--- config.mk ---
export PLATFORM = sky130hd
export DESIGN_NAME = ccsp_pins
export DESIGN_NICKNAME = d
export VERILOG_FILES = /design/src/rtl/ccsp_pkg.sv /design/src/rtl/ccsp_pins.sv
export SDC_FILE = /design/constraint.sdc
export NUM_CORES = 1
export LEC_CHECK = 0
export BUFFER_PORTS_ARGS = -buffer_cell sky130_fd_sc_hd__buf_2
export CORE_MARGIN = 5
export CORE_UTILIZATION = 45
export DETAILED_ROUTE_END_ITERATION = 8
export PLACE_DENSITY = 0.7
export SETUP_SLACK_MARGIN = 0.2
export SYNTH_ARGS = -nofsm -noshare
export SYNTH_HDL_FRONTEND = slang
export SYNTH_SLANG_ARGS = --single-unit
--- constraint.sdc ---
create_clock -name pclk -period 4.9 [get_ports pclk]
set_clock_uncertainty 0.2 [all_clocks]
set_input_delay 0.98 -clock pclk [delete_from_list [all_inputs] [get_ports pclk]]
set_output_delay 0.98 -clock pclk [all_outputs]
set_load 0.005 [all_outputs]
--- src/rtl/ccsp_pkg.sv ---
// Purpose: Constants and types for the configuration pin controller
// Assumes: APB slave, 32-bit data, one clock pclk
package ccsp_pkg;
  // ==========================================================
  // Sizes
  localparam int ACT_PINS = 20;
  localparam int SCH_W    = 3;
  localparam int CNT_W    = 16;
  localparam int AW       = 4;
  localparam logic [ACT_PINS-1:0] AS_MASK = 20'h0000F;
  // ==========================================================
  // Register offsets
  localparam logic [AW-1:0] OFS_CTRL  = 4'h0;
  localparam logic [AW-1:0] OFS_DPOE  = 4'h4;
  localparam logic [AW-1:0] OFS_DPOUT = 4'h8;
  localparam logic [AW-1:0] OFS_STAT  = 4'hC;
  // Control bits
  localparam int CB_TRI  = 0;
  localparam int CB_CRC  = 1;
  localparam int CB_EOUT = 2;
  localparam int CB_EOE  = 3;
  // Status field positions
  localparam int SB_MODE = 0;
  localparam int SB_SCH  = 3;
  localparam int SB_CRC  = 6;
  localparam int SB_CE   = 7;
  // Reset values
  localparam logic [ACT_PINS-1:0] DP_RST = 20'h00000;
  localparam logic [31:0]         ZERO32 = 32'h00000000;
  localparam logic [CNT_W-1:0]    CNT_ZERO = 16'h0000;
  localparam logic [CNT_W-1:0]    CNT_ONE  = 16'h0001;
  // Scheme codes (plain defaults)
  localparam logic [SCH_W-1:0] SCH_AS = 3'h2;
  localparam logic [SCH_W-1:0] SCH_AP = 3'h3;
  // ==========================================================
  // Types
  typedef enum logic [2:0] {
    M_POR, M_RESET, M_CONFIG, M_INIT, M_USER, M_ERROR
  } ccsp_mode_t;

  typedef struct packed {
    logic load_complete;
    logic load_error;
    logic init_complete;
    logic crc_error;
  } ccsp_ldr_t;

  typedef struct packed {
    ccsp_mode_t          mode;
    logic [CNT_W-1:0]    por_cnt;
    logic                rcfg_s1, rcfg_s2;
    logic                stat_s1, stat_s2;
    logic                done_s1, done_s2;
    logic                ce_s1, ce_s2;
    logic [SCH_W-1:0]    sch_s1, sch_s2, scheme;
    logic                tri_opt, crc_en, eout, eoe;
    logic [ACT_PINS-1:0] dp_oe, dp_out;
    logic                status_oe, done_oe, chain_oe;
    logic                err_oe, err_out, crc_flag;
    logic [ACT_PINS-1:0] act_oe, act_out;
    logic                io_hiz, load_en;
    logic [31:0]         prdata;
    logic                pready, pslverr;
  } ccsp_state_t;

  // Decode of scheme code into group-level floating mask
  function automatic logic [ACT_PINS-1:0] float_mask(
      input logic [SCH_W-1:0] sch);
    if (sch == SCH_AS) return AS_MASK;
    if (sch == SCH_AP) return {ACT_PINS{1'b1}};
    return {ACT_PINS{1'b0}};
  endfunction
endpackage

--- src/rtl/ccsp_pins.sv ---
// Purpose: Configuration control and status pin logic with APB registers
// Assumes: Pins arrive asynchronously; loader signals are on pclk
// Notes:   Open-drain pins are out/oe pairs; oe high means driving
//
// The register offsets and the APB interface to the registers were left to the implementer.
`timescale 1ns/1ns
`default_nettype none
module ccsp_pins #(
  parameter int POR_CYCLES = 1000
) (
  input  wire logic                           pclk,
  input  wire logic                           presetn,
  input  wire logic                           psel,
  input  wire logic                           penable,
  input  wire logic                           pwrite,
  input  wire logic [ccsp_pkg::AW-1:0]        paddr,
  input  wire logic [31:0]                    pwdata,
  output logic      [31:0]                    prdata,
  output logic                                pready,
  output logic                                pslverr,
  input  wire logic                           reconfig_request_low,
  input  wire logic [ccsp_pkg::SCH_W-1:0]     scheme_select,
  input  wire logic                           chip_enable_low,
  input  wire logic                           status_in,
  output logic                                status_out,
  output logic                                status_oe,
  input  wire logic                           config_done_line_in,
  output logic                                config_done_line_out,
  output logic                                config_done_line_oe,
  output logic                                chain_enable_out,
  output logic                                chain_enable_oe,
  output logic                                error_out,
  output logic                                error_oe,
  input  wire ccsp_pkg::ccsp_ldr_t            ldr,
  input  wire logic [ccsp_pkg::ACT_PINS-1:0]  act_cfg_out,
  input  wire logic [ccsp_pkg::ACT_PINS-1:0]  act_cfg_oe,
  output logic      [ccsp_pkg::ACT_PINS-1:0]  act_pin_out,
  output logic      [ccsp_pkg::ACT_PINS-1:0]  act_pin_oe,
  output logic                                user_io_hiz,
  output logic                                load_enable,
  output logic      [ccsp_pkg::SCH_W-1:0]     scheme
);
  // ==========================================================
  // Constants
  localparam logic [ccsp_pkg::CNT_W-1:0] POR_LAST =
    ccsp_pkg::CNT_W'(POR_CYCLES - 1);

  ccsp_pkg::ccsp_state_t s_q, s_d;

  logic                          acc_setup;
  logic                          acc_write;
  logic [31:0]                   stat_word;
  logic [31:0]                   ctrl_word;

  // ==========================================================
  // Bus decode helpers
  assign acc_setup = psel & ~penable;
  assign acc_write = psel & penable & pwrite & s_q.pready;

  // Read views of control and status
  always_comb begin
    ctrl_word = ccsp_pkg::ZERO32;
    ctrl_word[ccsp_pkg::CB_TRI]  = s_q.tri_opt;
    ctrl_word[ccsp_pkg::CB_CRC]  = s_q.crc_en;
    ctrl_word[ccsp_pkg::CB_EOUT] = s_q.eout;
    ctrl_word[ccsp_pkg::CB_EOE]  = s_q.eoe;
    stat_word = ccsp_pkg::ZERO32;
    stat_word[ccsp_pkg::SB_MODE +: 3] = s_q.mode;
    stat_word[ccsp_pkg::SB_SCH +: ccsp_pkg::SCH_W] = s_q.scheme;
    stat_word[ccsp_pkg::SB_CRC] = s_q.crc_flag;
    stat_word[ccsp_pkg::SB_CE]  = s_q.ce_s2;
  end

  // ==========================================================
  // Next-state logic
  always_comb begin
    s_d = s_q;
    // Two-stage synchronisers
    s_d.rcfg_s1 = reconfig_request_low;
    s_d.rcfg_s2 = s_q.rcfg_s1;
    // Own pull-down masked so it is never read back as an error
    s_d.stat_s1 = s_q.status_oe ? 1'b1 : status_in;
    s_d.stat_s2 = s_q.stat_s1;
    s_d.done_s1 = config_done_line_in;
    s_d.done_s2 = s_q.done_s1;
    s_d.ce_s1   = chip_enable_low;
    s_d.ce_s2   = s_q.ce_s1;
    s_d.sch_s1  = scheme_select;
    s_d.sch_s2  = s_q.sch_s1;

    // Mode sequencing
    case (s_q.mode)
      ccsp_pkg::M_POR: begin
        if (s_q.por_cnt == POR_LAST) begin
          s_d.mode   = ccsp_pkg::M_CONFIG;
          s_d.scheme = s_q.sch_s2;
        end else begin
          s_d.por_cnt = s_q.por_cnt + ccsp_pkg::CNT_ONE;
        end
      end
      ccsp_pkg::M_RESET: begin
        if (s_q.rcfg_s2) begin
          s_d.mode   = ccsp_pkg::M_CONFIG;
          s_d.scheme = s_q.sch_s2;
        end
      end
      ccsp_pkg::M_CONFIG: begin
        if (!s_q.rcfg_s2)
          s_d.mode = ccsp_pkg::M_RESET;
        else if (ldr.load_error || !s_q.stat_s2)
          s_d.mode = ccsp_pkg::M_ERROR;
        else if (ldr.load_complete)
          s_d.mode = ccsp_pkg::M_INIT;
      end
      ccsp_pkg::M_INIT: begin
        if (!s_q.rcfg_s2)
          s_d.mode = ccsp_pkg::M_RESET;
        else if (!s_q.stat_s2)
          s_d.mode = ccsp_pkg::M_ERROR;
        else if (ldr.init_complete && s_q.done_s2)
          s_d.mode = ccsp_pkg::M_USER;
      end
      ccsp_pkg::M_USER: begin
        // Status line is not looked at here
        if (!s_q.rcfg_s2)
          s_d.mode = ccsp_pkg::M_RESET;
      end
      ccsp_pkg::M_ERROR: begin
        if (!s_q.rcfg_s2)
          s_d.mode = ccsp_pkg::M_RESET;
      end
      default: s_d.mode = ccsp_pkg::M_POR;
    endcase

    // Open-drain line controls follow the next mode
    s_d.status_oe = (s_d.mode == ccsp_pkg::M_POR) ||
                    (s_d.mode == ccsp_pkg::M_ERROR);
    s_d.done_oe   = (s_d.mode != ccsp_pkg::M_INIT) &&
                    (s_d.mode != ccsp_pkg::M_USER);
    s_d.chain_oe  = (s_d.mode == ccsp_pkg::M_USER);
    s_d.io_hiz    = (s_d.mode != ccsp_pkg::M_USER);
    s_d.load_en   = (s_d.mode == ccsp_pkg::M_CONFIG) && !s_q.ce_s2;

    // Error detection pin
    s_d.crc_flag = s_q.crc_en && (s_d.mode == ccsp_pkg::M_USER) &&
                   ldr.crc_error;
    if (s_q.crc_en) begin
      s_d.err_out = 1'b0;
      s_d.err_oe  = ~s_d.crc_flag;
    end else begin
      s_d.err_out = s_q.eout;
      s_d.err_oe  = s_q.eoe;
    end

    // Active-scheme configuration pins
    if (s_d.mode == ccsp_pkg::M_USER) begin
      if (s_q.tri_opt) begin
        s_d.act_oe  = s_q.dp_oe &
                      ~ccsp_pkg::float_mask(s_q.scheme);
        s_d.act_out = s_q.dp_out;
      end else begin
        s_d.act_oe  = s_q.dp_oe;
        s_d.act_out = s_q.dp_out;
      end
    end else if (s_d.mode == ccsp_pkg::M_CONFIG) begin
      s_d.act_oe  = act_cfg_oe;
      s_d.act_out = act_cfg_out;
    end else begin
      s_d.act_oe  = {ccsp_pkg::ACT_PINS{1'b0}};
      s_d.act_out = {ccsp_pkg::ACT_PINS{1'b0}};
    end

    // APB slave, zero wait states, registered answer
    s_d.pready  = acc_setup;
    s_d.pslverr = 1'b0;
    s_d.prdata  = ccsp_pkg::ZERO32;
    if (acc_setup) begin
      case (paddr)
        ccsp_pkg::OFS_CTRL:  s_d.prdata = ctrl_word;
        ccsp_pkg::OFS_DPOE:  s_d.prdata = {12'h000, s_q.dp_oe};
        ccsp_pkg::OFS_DPOUT: s_d.prdata = {12'h000, s_q.dp_out};
        ccsp_pkg::OFS_STAT:  s_d.prdata = stat_word;
        default:             s_d.pslverr = 1'b1;
      endcase
    end
    if (acc_write) begin
      case (paddr)
        ccsp_pkg::OFS_CTRL: begin
          s_d.tri_opt = pwdata[ccsp_pkg::CB_TRI];
          s_d.crc_en  = pwdata[ccsp_pkg::CB_CRC];
          s_d.eout    = pwdata[ccsp_pkg::CB_EOUT];
          s_d.eoe     = pwdata[ccsp_pkg::CB_EOE];
        end
        ccsp_pkg::OFS_DPOE:  s_d.dp_oe  = pwdata[ccsp_pkg::ACT_PINS-1:0];
        ccsp_pkg::OFS_DPOUT: s_d.dp_out = pwdata[ccsp_pkg::ACT_PINS-1:0];
        default: ;
      endcase
    end
  end

  // ==========================================================
  // State register
  always_ff @(posedge pclk or negedge presetn) begin
    if (!presetn) begin
      s_q           <= '0;
      s_q.mode      <= ccsp_pkg::M_POR;
      s_q.por_cnt   <= ccsp_pkg::CNT_ZERO;
      s_q.rcfg_s1   <= 1'b1;
      s_q.rcfg_s2   <= 1'b1;
      s_q.stat_s1   <= 1'b1;
      s_q.stat_s2   <= 1'b1;
      s_q.status_oe <= 1'b1;
      s_q.done_oe   <= 1'b1;
      s_q.io_hiz    <= 1'b1;
      s_q.dp_oe     <= ccsp_pkg::DP_RST;
      s_q.dp_out    <= ccsp_pkg::DP_RST;
    end else begin
      s_q <= s_d;
    end
  end

  // ==========================================================
  // Outputs straight from the state register; status, done and chain out levels tied low, error out from err_out
  assign prdata               = s_q.prdata;
  assign pready               = s_q.pready;
  assign pslverr              = s_q.pslverr;
  assign status_out           = 1'b0;
  assign status_oe            = s_q.status_oe;
  assign config_done_line_out = 1'b0;
  assign config_done_line_oe  = s_q.done_oe;
  assign chain_enable_out     = 1'b0;
  assign chain_enable_oe      = s_q.chain_oe;
  assign error_out            = s_q.err_out;
  assign error_oe             = s_q.err_oe;
  assign act_pin_out          = s_q.act_out;
  assign act_pin_oe           = s_q.act_oe;
  assign user_io_hiz          = s_q.io_hiz;
  assign load_enable          = s_q.load_en;
  assign scheme               = s_q.scheme;
endmodule // ccsp_pins
`default_nettype wire

==> out/summary.json <==
{
  "design.portCount": 179,
  "worst_setup_path_start_kind": "input port",
  "maximum_capacitance_violations": 0,
  "worst_hold_slack_ns": 0.145,
  "wp_data_arrival_ns": 3.37,
  "rsz0062_at_grt": "false",
  "yosysSeqAreaShare_pct": 58.4,
  "htree_num_levels": 4,
  "drt_pass1_iterations": 5,
  "stdcell_area_mm2": 0.00733,
  "drc_errors": 0,
  "post-synth-top-area-fraction_pct": 55.6,
  "hpwl_mm": 9.84,
  "clkSinkCount": 150,
  "final_hold_viol_count": 0,
  "grt_pass1_wl_mm": 21.9,
  "synth.top_cells.by_area": "sky130_fd_sc_hd__dfrtp_1, sky130_fd_sc_hd__buf_4, sky130_fd_sc_hd__mux2_2",
  "setup_ws_ns": 1.62,
  "gr-usage-all-layers_pct": 17.3,
  "power_density_mw_per_mm2": 357,
  "initial_utilization_pct": 46.2,
  "synth_edf_count": 0,
  "post_route_ant_nets": 0,
  "post_route_cells_drive_above_1_share_pct": 45.3,
  "core.rowCount": 43,
  "post_cts.repair.setup_buffers": 0,
  "postSynth.topFlopCell": "sky130_fd_sc_hd__dfrtp_1",
  "synth.lib_cells_used.distinct": 50,
  "setup.worst_path.end_class": "register",
  "yosysWarnings": 0,
  "synth_commonest_cells": "sky130_fd_sc_hd__dfrtp_1, sky130_fd_sc_hd__buf_4, sky130_fd_sc_hd__mux2_2, sky130_fd_sc_hd__nor2_1, sky130_fd_sc_hd__a22o_1",
  "dp_worst_setup_slack_ns": 1.23,
  "tightest_hold_check_type": "register to register",
  "period_minus_slack_ns": 3.28,
  "path_clk_slew_ns": 0.06,
  "fp.dieArea_mm2": 0.0168,
  "finalNetCount": 661,
  "wire_per_inst_um": 18.7,
  "maxSlewHeadroom_pct": 16.1,
  "route.vias.total": 3911,
  "via_density_per_instance": 5.15,
  "run_status": "finished, final reports clean",
  "core_area_mm2": 0.0139,
  "worst_ep_required_time_ns": 4.99,
  "synth_area_per_cell_um2": 13.4,
  "synthesis.instances": 481,
  "finalWeightedCongestion": 0.801,
  "global_route.overflow_total": 0,
  "fp.dieW_um": 130,
  "summed_negative_setup_slack_over_all_endpoints_ns": 0,
  "holdBufCountCts": 0,
  "die_span_in_y_um": 130,
  "total_clock_buffers_created_by_cts": 17,
  "num_antenna_cells": 0,
  "leakage_dissipation_nw": 3.75,
  "worst_tran_pin_value_ns": 1.26,
  "asyncSetResetFlopFracSynth_pct": 100,
  "clock_tree_from_tritoncts": "yes",
  "finish.utilization_pct": 52.6,
  "detailed_place.area_mm2": 0.00677,
  "finalWirelength_mm": 14.2,
  "num-fill-cells": 1197,
  "number_of_antenna_violations_at_the_first_check_in_global_routing": 3,
  "maximum_number_of_pins_on_one_net_before_global_route_repair": 104,
  "peakVddDrop_uv": 206,
  "io_buffers": 151,
  "synth_top_area_cell": "sky130_fd_sc_hd__dfrtp_1",
  "criticalPathCategory": "input port to register",
  "grt_pass1_vias": 4120,
  "period_share_pct": 66.8,
  "critPathMaxFanout": 13,
  "timing.final.setup_violations": 0,
  "buffer_type_at_the_clock_tree_root": "sky130_fd_sc_hd__clkbuf_16",
  "cts_buffer_depth": 2,
  "max_freq_ghz": 0.305,
  "area_growth_pct": 13.9,
  "drt_iter0_markers": 235,
  "synth.most_common_cell": "sky130_fd_sc_hd__dfrtp_1",
  "post_cts_resized": 0,
  "ys_ff_latch": 150,
  "post_synth_instance_area_mm2": 0.00644,
  "worstSkewPairLatency_ns": 0.42,
  "maxSlewViolCount": 0
}
-- registers in the layout, summed over array words and instances, names as in the netlist --
name	flops
pready	1
config_done_line_oe	1
error_out	1
act_pin_out	20
chain_enable_oe	1
status_oe	1
pslverr	1
scheme	3
act_pin_oe	20
load_enable	1
user_io_hiz	1
prdata	20
ctrl_word	4
error_oe	1
s_d	7
s_q	67
-- critical path, cell delays in order --
cell and delay [ns]:
sky130_fd_sc_hd__buf_2 0.10, sky130_fd_sc_hd__nor2_1 0.39, sky130_fd_sc_hd__and2_1 0.61, sky130_fd_sc_hd__inv_1 0.11
sky130_fd_sc_hd__nor2_2 0.46, sky130_fd_sc_hd__buf_4 0.33, sky130_fd_sc_hd__mux2_2 0.37
-- per-stage QoR --
step	power, mW	std cells
final	2.62	759
after global routing	2.72	759
after CTS	2.66	759
after detailed placement	1.41	729
after global placement	1.40	729
after floorplan	1.34	495
-- logic make-up (layout without fill, tap and decap cells) --
group / count (synthesis) / after routing / synth area share, %
buffers and inverters: 106 / 190 / 11.9
other: 1 / 15 / 0.0582
multiplexers: 58 / 58 / 10.9
adder cells (fa/ha/maj): 1 / 1 / 0.194
XOR/XNOR: 16 / 16 / 2.18
AO/OA/AOI/OAI: 64 / 64 / 8.92
flip-flops: 150 / 150 / 58.4
AND/OR/NAND/NOR: 85 / 85 / 7.42
-- placed cells by master (no fill, tap or decap), drive strengths merged, types with 4 or more instances in the layout --
master,n
a22o,24
conb,15
mux4,4
nand2,12
nor2,26
a22oi,16
xnor2,12
xor2,4
clkbuf,22
a32o,16
and3,6
dfstp,7
dfrtp,143
clkinv,5
mux2,53
nand3,7
nand4,7
buf,155
inv,5
-- layout make-up --
type,count,area (um^2),share of cell area (%)
multi-input cells,239,1970,26.8
well taps,180,225,3.07
clock inverters,8,73.8,1.01
inverters,5,18.8,0.256
repair buffers,155,792,10.8
flip-flops and latches,150,3760,51.3
clock buffers,22,494,6.74
-- routing by layer --
| metal | wire [um] | track usage [%] | share of wire [%] | vias up |
|---|---|---|---|---|
| li1 | - | - | - | 1779 |
| met3 | 1100 | 5.48 | 7.7 | 27 |
| met4 | 265 | 7.15 | 1.9 | 6 |
| met1 | 5840 | 22.4 | 41 | 1965 |
| met2 | 6970 | 27.1 | 49 | 134 |
| met5 | 28 | 0 | 0.20 | - |
-- path summary, 6_finish.rpt --
check	to	from	cells past startpoint	slack, ns
max in group asynchronous	act_pin_oe[19]$_DFF_PN0_	presetn	2	3.10
hold reg to reg	s_q[135]$_DFF_PN0_	s_d[135]$_DFF_PN0_	0	0.15
min in group asynchronous	act_pin_out[15]$_DFF_PN0_	presetn	1	0.47
hold / removal	s_q[135]$_DFF_PN0_	s_d[135]$_DFF_PN0_	0	0.15
setup reg to reg	act_pin_oe[0]$_DFF_PN0_	s_q[143]$_DFFE_PN0P_	6	2.08
setup / recovery	s_q[109]$_DFFE_PN0P_	paddr[1]	7	1.62
-- power by group --
part	internal, mW	leakage (nW)	switching (mW)
clock network	0.757	0.280	0.478
registers	1.26	2.03	0.0174
logic	0.0465	1.44	0.0570
total	2.07	3.75	0.552
(Power assumes the default switching activity.)
